$ cat src/verilog/wdog_pkg.sv
/*
 * Shared constants for the watchdog fail-safe supervisor.
 * Assumes a single 20 MHz system clock and no software register map.
 */
package wdog_pkg;

   localparam int unsigned CLK_HZ          = 20_000_000;
   // Default watchdog timeout in microseconds
   localparam int unsigned WD_TIMEOUT_US   = 10_000;
   localparam int unsigned WD_TIMEOUT_CYC  =
      (CLK_HZ / 1_000_000) * WD_TIMEOUT_US;
   localparam int unsigned NUM_CHANNELS    = 12;
   localparam int unsigned FAULT_W         = 12;
   localparam int unsigned FAULT_MSB       = 11;
   // Channel positions of the fail-safe high-side outputs
   localparam int unsigned HS_CH_0         = 0;
   localparam int unsigned HS_CH_2         = 2;
   localparam logic        SYNC_RESET_VAL  = 1'b0;

   typedef enum logic [1:0] {
      ST_STANDBY  = 2'b00,
      ST_NORMAL   = 2'b01,
      ST_FAILSAFE = 2'b10
   } wd_state_t;

endpackage

$ cat src/verilog/sync2.sv
/*
 * Two-flop synchroniser for single-bit levels entering the clk_sys domain.
 * Assumes the input is a plain level; no pulse shorter than two clocks.
 */
`timescale 1ns/1ns
module sync2 #(
   parameter logic RESET_VAL = 1'b0
) (
   input  wire logic clk_sys,
   input  wire logic rst_n,
   input  wire logic d,
   output logic      q
);

   typedef struct packed {
      logic meta;
      logic q;
   } sync_state_t;

   sync_state_t s_r;
   sync_state_t s_nxt;

   always_comb begin
      s_nxt.meta = d;
      s_nxt.q    = s_r.meta;
   end

   always_ff @(posedge clk_sys or negedge rst_n) begin
      if (!rst_n) begin
         s_r <= '{meta: RESET_VAL, q: RESET_VAL};
      end else begin
         s_r <= s_nxt;
      end
   end

   assign q = s_r.q;

endmodule

$ cat src/verilog/watchdog_failsafe_supervisor.sv
/*
 * Watchdog fail-safe supervisor: watches the host toggle, forces the
 * fail-safe high-side outputs on timeout, flags faults and shifts the
 * per-channel fault word out on the serial port.
 * Assumes all pin inputs are asynchronous to clk_sys and that the serial
 * clock is much slower than clk_sys, so it is sampled as a level.
 * The open-drain flag and the serial data pin are driven through their
 * enables; the pads themselves sit outside this block.
 */
// Summary of operation
// - Reset low clears fault state and holds standby.
// - Reset release starts a fresh watchdog timeout interval.
// - No toggle within the timeout sends the block to fail-safe.
// - Fail-safe with select high turns on high-side outputs 0 and 2.
// - Select low disables the watchdog and the fail-safe behaviour.
// - Any fault pulls the open-drain fault flag low.
// - Watchdog timing runs only while wake is high.
// - Fail-safe outputs hold until reinit or select low, then normal operation resumes.
// - When selected, serial output sends fault bits 11 to 0, MSB first.
`timescale 1ns/1ns
module watchdog_failsafe_supervisor
   import wdog_pkg::*;
#(
   parameter int unsigned TIMEOUT_CYCLES = WD_TIMEOUT_CYC
) (
   input  wire logic                clk_sys,
   input  wire logic                rst_n,
   input  wire logic                watchdog_toggle_in,
   input  wire logic                failsafe_select_in,
   input  wire logic                wake_in,
   input  wire logic [FAULT_W-1:0]  channel_fault_in,
   input  wire logic                spi_cs_n,
   input  wire logic                spi_sclk,
   output logic                     spi_sdo,
   output logic                     spi_sdo_oe,
   output logic                     fault_flag_n_o,
   output logic                     fault_flag_n_oe,
   output logic                     high_side_out_0,
   output logic                     high_side_out_2,
   output logic                     standby_o
);

   // One count of headroom so the full interval fits the counter
   localparam int unsigned CNT_W = $clog2(TIMEOUT_CYCLES + 1);

   // The down-counter needs a reload and a last cycle to time anything
   if (TIMEOUT_CYCLES < 2) begin : g_bad_timeout
      $error("TIMEOUT_CYCLES must be at least 2");
   end

   // Reset release through two flops; assertion stays asynchronous
   // A raw pin release could free the flops on different edges
   logic [1:0] rst_sync_r;
   logic       rst_l;

   always_ff @(posedge clk_sys or negedge rst_n) begin
      if (!rst_n) begin
         rst_sync_r <= 2'h0;
      end else begin
         rst_sync_r <= {rst_sync_r[0], 1'b1};
      end
   end
   assign rst_l = rst_sync_r[1];

   // Reset values follow each pin's idle level, so no false edge is seen
   // when the block comes out of reset
   logic wd_s;
   logic fsi_s;
   logic wake_s;
   logic cs_n_s;
   logic sclk_s;

   sync2 #(.RESET_VAL(1'b0)) u_sync_wd (
      .clk_sys (clk_sys),
      .rst_n   (rst_l),
      .d       (watchdog_toggle_in),
      .q       (wd_s)
   );
   sync2 #(.RESET_VAL(1'b1)) u_sync_fsi (
      .clk_sys (clk_sys),
      .rst_n   (rst_l),
      .d       (failsafe_select_in),
      .q       (fsi_s)
   );
   sync2 #(.RESET_VAL(1'b0)) u_sync_wake (
      .clk_sys (clk_sys),
      .rst_n   (rst_l),
      .d       (wake_in),
      .q       (wake_s)
   );
   sync2 #(.RESET_VAL(1'b1)) u_sync_cs (
      .clk_sys (clk_sys),
      .rst_n   (rst_l),
      .d       (spi_cs_n),
      .q       (cs_n_s)
   );
   sync2 #(.RESET_VAL(1'b0)) u_sync_sclk (
      .clk_sys (clk_sys),
      .rst_n   (rst_l),
      .d       (spi_sclk),
      .q       (sclk_s)
   );

   // Fault inputs are a bus of levels; each bit gets its own two flops
   logic [FAULT_W-1:0] fault_s;

   for (genvar i = 0; i < FAULT_W; i++) begin : g_fsync
      sync2 #(.RESET_VAL(1'b0)) u_sync_flt (
         .clk_sys (clk_sys),
         .rst_n   (rst_l),
         .d       (channel_fault_in[i]),
         .q       (fault_s[i])
      );
   end

   // All supervisor state lives in one record: the comb block builds the
   // next copy and a single flop stage holds it
   typedef struct packed {
      wd_state_t          state;
      logic [CNT_W-1:0]   cnt;
      logic               wd_prev;
      logic               sclk_prev;
      logic [FAULT_W-1:0] fault_lat;
      logic [FAULT_W-1:0] shift;
      logic               sdo;
      logic               sel;
      logic               hs_on;
   } sup_state_t;

   sup_state_t s_r;
   sup_state_t s_nxt;

   logic wd_edge;
   logic wd_armed;
   logic sclk_rise;

   assign wd_edge   = wd_s ^ s_r.wd_prev;
   // Select or wake low parks the count at full: no toggling needed
   assign wd_armed  = fsi_s && wake_s;
   assign sclk_rise = sclk_s && !s_r.sclk_prev;

   always_comb begin
      s_nxt           = s_r;
      s_nxt.wd_prev   = wd_s;
      s_nxt.sclk_prev = sclk_s;
      // Faults are sticky until reinitialised; a new one is never lost
      s_nxt.fault_lat = s_r.fault_lat | fault_s;

      unique case (s_r.state)
         ST_STANDBY: begin
            // First cycle after release: start a full interval
            s_nxt.cnt   = CNT_W'(TIMEOUT_CYCLES);
            s_nxt.state = ST_NORMAL;
         end
         ST_NORMAL: begin
            // Count down; a last cycle without a toggle trips fail-safe
            if (!wd_armed || wd_edge) begin
               s_nxt.cnt = CNT_W'(TIMEOUT_CYCLES);
            end else if (s_r.cnt <= CNT_W'(1)) begin
               s_nxt.cnt   = '0;
               s_nxt.state = ST_FAILSAFE;
            end else begin
               s_nxt.cnt = s_r.cnt - CNT_W'(1);
            end
         end
         ST_FAILSAFE: begin
            // Held until reset or select low; select low returns to normal with a full interval,
            // because a grounded select disables fail-safe outright
            if (!fsi_s) begin
               s_nxt.state = ST_NORMAL;
               s_nxt.cnt   = CNT_W'(TIMEOUT_CYCLES);
            end
         end
         default: begin
            s_nxt.state = ST_STANDBY;
         end
      endcase

      // Serial fault readout, shifted on serial clock rising edges
      // The word is reloaded while deselected, so a frame shows the
      // faults latched up to the select; later ones wait for the next
      s_nxt.sel = !cs_n_s;
      if (cs_n_s) begin
         s_nxt.shift = s_r.fault_lat;
         s_nxt.sdo   = s_r.fault_lat[FAULT_MSB];
      end else if (!s_r.sel) begin
         s_nxt.shift = s_r.fault_lat;
         s_nxt.sdo   = s_r.fault_lat[FAULT_MSB];
      end else if (sclk_rise) begin
         s_nxt.shift = {s_r.shift[FAULT_W-2:0], 1'b0};
         s_nxt.sdo   = s_r.shift[FAULT_MSB-1];
      end

      // Registered so the high-side drivers never see a decode glitch
      s_nxt.hs_on = (s_nxt.state == ST_FAILSAFE) && fsi_s;
   end

   always_ff @(posedge clk_sys or negedge rst_l) begin
      if (!rst_l) begin
         s_r <= '{state:     ST_STANDBY,
                  cnt:       '0,
                  wd_prev:   1'b0,
                  sclk_prev: 1'b0,
                  fault_lat: '0,
                  shift:     '0,
                  sdo:       1'b0,
                  sel:       1'b0,
                  hs_on:     1'b0};
      end else begin
         s_r <= s_nxt;
      end
   end

   assign high_side_out_0 = s_r.hs_on;
   assign high_side_out_2 = s_r.hs_on;
   assign spi_sdo         = s_r.sdo;
   assign spi_sdo_oe      = s_r.sel;
   // Open drain: the pad level is fixed low, only the enable moves
   assign fault_flag_n_o  = 1'b0;
   assign fault_flag_n_oe = |s_r.fault_lat;
   assign standby_o       = (s_r.state == ST_STANDBY);

endmodule

$ cat config.mk
export PLATFORM = sky130hd
export DESIGN_NAME = watchdog_failsafe_supervisor
export DESIGN_NICKNAME = d
export VERILOG_FILES = /design/src/verilog/wdog_pkg.sv /design/src/verilog/sync2.sv /design/src/verilog/watchdog_failsafe_supervisor.sv
export SDC_FILE = /design/constraint.sdc
export NUM_CORES = 1
export LEC_CHECK = 0
export ABC_AREA = 1
export BUFFER_PORTS_ARGS = -buffer_cell sky130_fd_sc_hd__buf_2
export CORE_UTILIZATION = 30
export CTS_CLUSTER_SIZE = 30
export DETAILED_ROUTE_END_ITERATION = 12
export MAX_ROUTING_LAYER = met4
export PLACE_DENSITY = 0.44
export SLEW_MARGIN = 20
export SYNTH_ARGS = -nofsm -noshare
export SYNTH_HDL_FRONTEND = slang
export SYNTH_SLANG_ARGS = --single-unit
$ cat constraint.sdc
create_clock -name clk_sys -period 2.3 [get_ports clk_sys]
set_input_delay 0.23 -clock clk_sys [delete_from_list [all_inputs] [get_ports clk_sys]]
set_output_delay 0.23 -clock clk_sys [all_outputs]
set_load 0.02 [all_outputs]
==> metrics.csv, run 1 <==
metric;value;unit
post-synthesis sequential area ratio;0.606;
Residual DRC;0;
n_diodes;0;
Data arrival, critical path;2070;ps
vias in the first global route;2249;
Detail Route Antenna Nets;0;
Fillers;1086;
Buf/Inv on CP;2;
Setup Fix Bufs, Post-CTS;0;
Post-Syn Instances;323;
Crit Path Max Fanout;17;
Hold WC Path Type;in2async;
RSZ-0062 raised after global routing;false;
Initial Util;0.314;
dpl hpwl;4420;um
buffer depth of the longest clock path;2;
count leader, synth;dfrtp_1;
Detailed Route WL;6470;um
syn_nets;348;
CP Data Required Time;2510;ps
Synth Warn #;0;
status;complete, no violations;
drt first pass iters;4;
synthesized area;3470;um^2
io pins;26;
row cnt;38;
multi-input logic area;1190;um^2
# H-tree levels;3;
Leak;0.00189;uW
CTS tree;done;
initial DRC count;118;
initial antenna violation count;0;
critical path, cell by cell;inv_1 -> ha_1 -> o21ai_2 -> nand2_4 -> inv_4 -> nor2_2 -> a22oi_1;
setup TNS;0;ps
GRT Total Usage;0.130;
RePlAce Congestion;0.743;
count of state elements after synthesis;84;
Peak VDD IR;567;uV
core footprint;11100;um^2
nets;399;
asr flop ratio synth;1.00;
syn_area_per_cell;10.8;um^2
Final setup viols;0;
Hold WS;201;ps
post-synth cell types;44;
Die W;110;um
min cycle time layout;1870;ps
most frequent cells after synthesis;80 x dfrtp_1, 35 x nand2_1, 30 x nor2_1;
via-per-instance ratio;4.41;
PwrDens;737;nW/um^2
flop2flop setup slack;430;ps
Fmax achieved;536;MHz
Yosys top cell area share;0.576;
largest net degree at the start of global routing;38;
die height;110;um
CP endpoint kind;flip-flop;
PnR Total Power;3110;uW
FF/Latch Area;2110;um^2
startpoint types;flip-flop;
Final period util;0.811;
dominant cell type by area after synthesis;dfrtp_1;
Area growth syn-to-layout;21.6;%
FF-to-FF End;s_r[37]$_DFFE_PN0P_;
WS Path Type;reg2reg;
DR WL/cell;12.5;um
Port Buffer Count;24;
Worst-Margin Slew;786;ps
relative slew slack;0.476;
Main synth FF type;dfrtp_1;
Worst Reg2Reg Path Length in Cells;7;
CTS Buf Count;9;
global-route wire length before repair;11100;um
max incr delay on CP;420;ps
final hold viol count;0;
insertion delay to the later sink of the worst-skew pair;340;ps
clk root buf;clkbuf_16;
delay-heaviest family, CP;simple AND/OR/NAND/NOR gates;
CTS Sinks;84;
clk slew on worst S/H paths;60;ps
share of cells above drive strength 1;0.274;
Via Count;2289;
max_cap viols;0;
Setup Skew;3.64;ps
DIE AREA;12000;um^2
worst reg2reg startpoint;s_r[48]$_DFF_PN0_;
global route overflow;0;
max-slew violation count;0;
synth top area cells;dfrtp_1 58%, nand2_1 3.8%, nor2_1 3.2%;
Slowest-stage cell, CP;dfrtp_1;
Post-synth EDFFs;0;
## worst max path at each step
stage / from / endpoint / slack, ps / cells past startpoint
after floorplan: s_r[48]$_DFF_PN0_ / s_r[43]$_DFFE_PN0P_ / 770 / 8
after detailed placement: s_r[48]$_DFF_PN0_ / s_r[40]$_DFFE_PN0P_ / 450 / 7
after CTS: s_r[48]$_DFF_PN0_ / s_r[37]$_DFFE_PN0P_ / 430 / 7
final: s_r[48]$_DFF_PN0_ / s_r[37]$_DFFE_PN0P_ / 430 / 7
after global routing: s_r[47]$_DFF_PN0_ / s_r[46]$_DFFE_PN0P_ / 250 / 9
after global placement: s_r[48]$_DFF_PN0_ / s_r[46]$_DFFE_PN0P_ / 510 / 7
## cells in the final DEF (no fill, tap or decap), drive strengths merged
| master | instances |
|---|---|
| and3 | 1 |
| or2 | 12 |
| dfstp | 4 |
| xor2 | 3 |
| clkinvlp | 3 |
| nor4 | 3 |
| a21oi | 16 |
| nand2 | 47 |
| nand3 | 14 |
| o31ai | 1 |
| ha | 6 |
| o21ai | 22 |
| dfrtp | 80 |
| buf | 29 |
| nor3 | 6 |
| nand4 | 9 |
| dlygate4sd3 | 18 |
| conb | 2 |
| a22oi | 4 |
| xnor2 | 1 |
| nor2 | 44 |
| inv | 31 |
| a31oi | 4 |
| o22ai | 5 |
| clkinv | 3 |
| clkbuf | 11 |
## state kept, by name, indices dropped and copies added (netlist names), 2 cells and up
name	count
s_r	45
g_fsync.u_sync_flt.q	12
g_fsync.u_sync_flt.s_nxt	12
rst_sync_r	2
## logic make-up (layout without fill, tap and decap cells)
family / count (synthesis) / after routing / share of synthesized area
AO/OA/AOI/OAI: 52 / 52 / 0.0915
XOR/XNOR: 4 / 4 / 0.0101
adder cells (fa/ha/maj): 6 / 6 / 0.0216
buffers and inverters: 39 / 95 / 0.0497
flip-flops: 84 / 84 / 0.606
other: 2 / 2 / 0.00216
AND/OR/NAND/NOR: 136 / 136 / 0.219
## layer usage
layer | routed length, um | GRT usage
met4 | 127 | 0.0571
met1 | 3380 | 0.168
met3 | 223 | 0.0498
met5 | 0 | -
met2 | 2740 | 0.179
## stage by stage
stage                     cell area (um^2)  std cells  worst slack (ps)  utilization
after floorplan                       3480        323               773            -
after global placement                3770        485               509        0.340
after detailed placement              3770        485               455        0.340
after CTS                             4230        519               431        0.381
after global routing                  4230        519               255        0.381
final                                 4230        519               435        0.381
## worst register-to-register path: stages, from the launching register on
cell	delay (ps)
dfrtp_1	420
inv_1	120
ha_1	340
o21ai_2	120
nand2_4	200
inv_4	140
nor2_2	280
a22oi_1	120
## power by group
part	internal (uW)	total [uW]	switching, uW
combinational	80.4	187	107
sequential	1540	1580	38.1
clock	763	1350	588
## final cells by class
class,instances,share of cell area
timing repair buffer,47,0.0800
sequential,84,0.500
multi-input combinational,200,0.283
clock buffer,11,0.0574
inverter,32,0.0302
clock inverter,5,0.00859
tap,140,0.0415
## repair_timing
| item | CTS | global route |
|---|---|---|
| resized for setup | 0 | 0 |
| hold endpoints to repair | 19 | 0 |
| hold buffers | 18 | 0 |
(Power assumes the default switching activity.)
==> run 2, diff against run 1 <==
PLACE_DENSITY = 0.43   (was 0.44)
clock period = 1.9 ns   (was 2.3 ns; I/O delays follow)
==> run 2 against run 1 <==
Flip-flop and latch count did not move. Critical path type unchanged. Clock skew rose by 0.59 ps. Global-route usage rose by 0.086 points. Utilization rose by 0.67 points. Clock power rose by 44%. Critical endpoint is now s_r[34]$_DFFE_PN0P_.
==> metrics.csv, run 2 (synthesis results as in run 1) <==
metric;value;unit;change
status;complete, no violations;;unchanged
Setup Skew;4.24;ps;was 3.64 ps
global route overflow;0;;unchanged
vias in the first global route;2242;;was 2249
io pins;26;;unchanged
multi-input logic area;1200;um^2;was 1190 um^2
min cycle time layout;1710;ps;was 1870 ps
core footprint;11100;um^2;unchanged
setup TNS;0;ps;unchanged
global-route wire length before repair;11200;um;was 11100 um
Worst Reg2Reg Path Length in Cells;10;;was 7
Leak;0.00193;uW;was 0.00189 uW
CP endpoint kind;flip-flop;;unchanged
CTS Buf Count;9;;unchanged
row cnt;38;;unchanged
buffer depth of the longest clock path;2;;unchanged
final hold viol count;0;;unchanged
RSZ-0062 raised after global routing;false;;unchanged
RePlAce Congestion;0.742;;was 0.743
Detailed Route WL;6580;um;was 6470 um
CTS tree;done;;unchanged
via-per-instance ratio;4.44;;was 4.41
relative slew slack;0.463;;was 0.476
Residual DRC;0;;unchanged
Port Buffer Count;24;;unchanged
# H-tree levels;3;;unchanged
Fillers;1099;;was 1086
Peak VDD IR;653;uV;was 567 uV
largest net degree at the start of global routing;51;;was 38
CP Data Required Time;2160;ps;was 2510 ps
dpl hpwl;4450;um;was 4420 um
most common cell after layout, fill and taps aside;dfrtp_1;;unchanged
Detail Route Antenna Nets;0;;unchanged
Area growth syn-to-layout;23.7;%;was 21.6%
WS Path Type;reg2reg;;unchanged
die height;110;um;unchanged
CTS Sinks;84;;unchanged
PwrDens;947;nW/um^2;was 737 nW/um^2
initial antenna violation count;0;;unchanged
nets;399;;unchanged
insertion delay to the later sink of the worst-skew pair;340;ps;about the same
Reg with most FFs;s_r;;unchanged
Worst-Margin Slew;805;ps;was 786 ps
DIE AREA;12000;um^2;unchanged
most frequent cells in the layout;79 x dfrtp_1, 35 x nand2_1, 30 x nor2_1;;unchanged
n_diodes;0;;unchanged
DR WL/cell;12.7;um;was 12.5 um
drt first pass iters;4;;unchanged
GRT Total Usage;0.130;;about the same
max_cap viols;0;;unchanged
max reg flops;45;;unchanged
initial DRC count;140;;was 118
Crit Path Max Fanout;10;;was 17
Final period util;0.901;;was 0.811
Via Count;2303;;was 2289
max-slew violation count;0;;unchanged
startpoint types;flip-flop;;unchanged
Data arrival, critical path;1980;ps;was 2070 ps
placement-stage cell area;3780;um^2;was 3770 um^2
FF/Latch Area;2110;um^2;unchanged
Initial Util;0.314;;unchanged
Fmax achieved;584;MHz;was 536 MHz
share of cells above drive strength 1;0.277;;was 0.274
fin area;4300;um^2;was 4230 um^2
Die W;110;um;unchanged
clk slew on worst S/H paths;60;ps;about the same
Final setup viols;0;;unchanged
clk root buf;clkbuf_16;;unchanged
Setup Fix Bufs, Post-CTS;0;;unchanged
Hold WC Path Type;in2async;;unchanged
run 2: changes by cell type in the layout (fill, tap and decap cells not counted), sizes merged:
cell	delta
clkinvlp	-3
bufinv	+2
clkinv	+1
run 2: per-stage QoR:
stage | util | power (uW) | hold WS, ps | cells | setup slack, ps
floorplan | - | 2080 | -106 | 323 | 373
global placement | 0.341 | 2140 | -20.3 | 485 | 130
detailed placement | 0.341 | 2150 | -18.9 | 485 | 111
CTS | 0.388 | 4150 | 147 | 519 | 103
global route | 0.388 | 4260 | 147 | 519 | 1.38
finish | 0.388 | 4070 | 164 | 519 | 188
run 2: critical path, cell delays in order, from the launching register on:
cell and delay (ps):
dfrtp_1 400, inv_1 110, ha_1 170, inv_1 80
nor2_1 90, inv_1 90, nand2_4 180, buf_4 190
nand2_1 70, xor2_1 140, a21oi_1 120
run 2: final cells by class:
cell class / count / share of cell area
clock buffer: 11 / 0.0588
clock inverter: 5 / 0.0192
inverter: 32 / 0.0297
multi-input combinational: 200 / 0.279
sequential: 84 / 0.491
tap: 140 / 0.0407
timing repair buffer: 47 / 0.0815
run 2: worst paths after layout:
path / slack, ps / to / startpoint
worst min register to register: 180 / s_r[38]$_DFFE_PN0P_ / rst_sync_r[1]$_DFF_PN0_
worst max-delay path: 190 / s_r[34]$_DFFE_PN0P_ / s_r[47]$_DFF_PN0_
worst min-delay path: 160 / rst_sync_r[0]$_DFF_PN0_ / rst_n
max in group asynchronous: 1130 / u_sync_fsi.s_nxt[0]$_DFF_PN1_ / rst_sync_r[1]$_DFF_PN0_
worst max register to register: 190 / s_r[34]$_DFFE_PN0P_ / s_r[47]$_DFF_PN0_
min in group clk_sys: 350 / u_sync_sclk.q$_DFF_PN0_ / u_sync_sclk.s_nxt[0]$_DFF_PN0_
run 2: repair_timing:
item                       CTS  global route
setup endpoints to repair    0             5
hold endpoints to repair    19             0
hold buffers                18             0
resized for setup            0             1
run 2: per-layer routing:
layer,part of all wire,up-vias,GRT usage
met2,0.44,42,0.182
met5,0,-,-
met1,0.50,1092,0.168
met3,0.040,9,0.0445
met4,0.018,0,0.0629
li1,-,1160,-
run 2: power by group:
group	total (uW)	internal (uW)	switching [uW]
clock network	1940	1230	710
logic	234	97.5	137
registers	1900	1860	37.9
==> run 3, diff against run 2 <==
CORE_UTILIZATION = 45   (was 30)
PLACE_DENSITY = 0.6   (was 0.43)
clock period = 2.1 ns   (was 1.9 ns; I/O delays follow)
==> run 3 against run 2 <==
Final cell count fell by 8.3%. Hold slack improved by 1.3 ps. Utilization rose by 17 points. Clock skew rose by 4.5 ps. Combinational power fell by 12%.
==> metrics.csv, run 3 (synthesis results as in run 1) <==
metric;value;unit;change
max reg flops;45;;unchanged
status;complete, no violations;;unchanged
PnR Total Power;3070;uW;was 4070 uW
max_cap viols;0;;unchanged
Data arrival, critical path;2030;ps;was 1980 ps
RePlAce Congestion;0.788;;was 0.742
share of cells above drive strength 1;0.273;;was 0.277
most frequent cells in the layout;79 x dfrtp_1, 35 x nand2_1, 30 x nor2_1;;unchanged
Setup Skew;8.74;ps;was 4.24 ps
Port Buffer Count;24;;unchanged
dpl hpwl;3990;um;was 4450 um
Fmax achieved;556;MHz;was 584 MHz
Die W;89.9;um;was 110 um
post-layout util;0.555;;was 0.388
PwrDens;750;nW/um^2;was 947 nW/um^2
Finished Layout Cells;476;;was 519
WS Path Type;reg2reg;;unchanged
via-per-instance ratio;4.79;;was 4.44
Detail Route Antenna Nets;0;;unchanged
clk slew on worst S/H paths;90;ps;was 60 ps
GRT Total Usage;0.177;;was 0.130
Final period util;0.856;;was 0.901
CTS resizes;0;;unchanged
crit path from;s_r[47]$_DFF_PN0_;;unchanged
Worst-Margin Slew;773;ps;was 805 ps
setup TNS;0;ps;unchanged
largest net degree at the start of global routing;57;;was 51
buffer depth of the longest clock path;2;;unchanged
nets;397;;was 399
CTS Buf Count;9;;unchanged
clk root buf;clkbuf_8;;was clkbuf_16
FF-to-FF End;s_r[37]$_DFFE_PN0P_;;was s_r[34]$_DFFE_PN0P_
Hold WC Path Type;in2async;;unchanged
critical path, cell by cell;inv_1 -> ha_1 -> inv_1 -> nor2_1 -> inv_1 -> nand2_4 -> inv_4 -> nor2_2 -> a22oi_1;;was inv_1 -> ha_1 -> inv_1 -> nor2_1 -> inv_1 -> nand2_4 -> buf_4 -> nand2_1 -> xor2_1 -> a21oi_1
vias in the first global route;2361;;was 2242
flop2flop setup slack;300;ps;was 190 ps
most common cell after layout, fill and taps aside;dfrtp_1;;unchanged
Detailed Route WL;6020;um;was 6580 um
startpoint types;flip-flop;;unchanged
CP endpoint kind;flip-flop;;unchanged
die height;89.9;um;was 110 um
core footprint;7370;um^2;was 11100 um^2
Peak VDD IR;458;uV;was 653 uV
worst reg2reg startpoint;s_r[47]$_DFF_PN0_;;unchanged
Residual DRC;0;;unchanged
Crit Path Max Fanout;17;;was 10
insertion delay to the later sink of the worst-skew pair;350;ps;was 340 ps
relative slew slack;0.484;;was 0.463
max-slew violation count;0;;unchanged
Area growth syn-to-layout;17.8;%;was 23.7%
Worst Reg2Reg Path Length in Cells;9;;was 10
global-route wire length before repair;10900;um;was 11200 um
Via Count;2278;;was 2303
DIE AREA;8080;um^2;was 12000 um^2
Setup Fix Bufs, Post-CTS;0;;unchanged
io pins;26;;unchanged
drt first pass iters;4;;unchanged
Inst Count DP;442;;was 485
Slowest-stage cell, CP;dfrtp_1;;unchanged
min cycle time layout;1800;ps;was 1710 ps
Final setup viols;0;;unchanged
row cnt;31;;was 38
Leak;0.00185;uW;was 0.00193 uW
DR WL/cell;12.6;um;was 12.7 um
RSZ-0062 raised after global routing;false;;unchanged
final hold viol count;0;;unchanged
global route overflow;0;;unchanged
CTS Sinks;84;;unchanged
initial antenna violation count;0;;unchanged
most used cell, CP;inv_1;;unchanged
CP Data Required Time;2330;ps;was 2160 ps
Reg with most FFs;s_r;;unchanged
# H-tree levels;3;;unchanged
CTS tree;done;;unchanged
n_diodes;0;;unchanged
Hold WS;165;ps;was 164 ps
max incr delay on CP;410;ps;was 400 ps
Initial Util;0.471;;was 0.314
initial DRC count;91;;was 140
==> run 3: changes by cell type in the layout (fill, tap and decap cells not counted) <==
cell,change
clkbuf_16,-9
clkbuf_8,+7
buf_4,-2
clkinvlp_4,+2
bufinv_16,-1
clkinv_4,+1
nor2_2,+1
nor2_4,-1
==> run 3: per-layer routing <==
layer / share of wire / vias to the layer above / GRT usage / routed length (um)
met5: 0 / - / - / 0
met4: 0.020 / 0 / 0.0806 / 123
met3: 0.027 / 8 / 0.0457 / 164
met2: 0.44 / 35 / 0.261 / 2650
met1: 0.51 / 1085 / 0.232 / 3080
li1: - / 1150 / - / -
==> run 3: what timing repair did <==
| action | in CTS | in global routing |
|---|---|---|
| endpoints found under the setup margin | 0 | 0 |
| hold buffers | 18 | 0 |
| hold endpoints to repair | 19 | 0 |
==> run 3: per-stage QoR <==
step	setup slack [ps]	instance area (um^2)
after floorplan	573	3480
after global placement	382	3710
after detailed placement	311	3710
after CTS	295	4090
after global routing	138	4090
final	303	4090
==> run 3: area by class of cell <==
type	instances	area, um^2
timing repair buffer	45	335
clock inverter	7	76.3
multi-input combinational	200	1190
tap	99	124
sequential	84	2110
fill	648	3280
inverter	32	128
clock buffer	9	124
==> run 3: critical path, delay by kind of cell (launching register included) <==
family	cells	cell delay, ps
buf+inv	4	410
fa+ha+maj	1	180
simple gates	3	560
flops	1	410
compound gates	1	120
==> run 3: worst max path at each step <==
| stage | endpoint | slack [ps] | depth (start not counted) |
|---|---|---|---|
| finish | s_r[37]$_DFFE_PN0P_ | 300 | 9 |
| floorplan | s_r[43]$_DFFE_PN0P_ | 570 | 8 |
| detailed placement | s_r[46]$_DFFE_PN0P_ | 310 | 9 |
| global placement | s_r[37]$_DFFE_PN0P_ | 380 | 9 |
| CTS | s_r[37]$_DFFE_PN0P_ | 300 | 9 |
| global route | s_r[40]$_DFFE_PN0P_ | 140 | 9 |
==> run 3: power breakdown <==
part	internal (uW)	total [uW]	switching [uW]
clock	555	1140	589
combinational	87.1	206	119
sequential	1680	1720	38.2
total	2320	3070	746
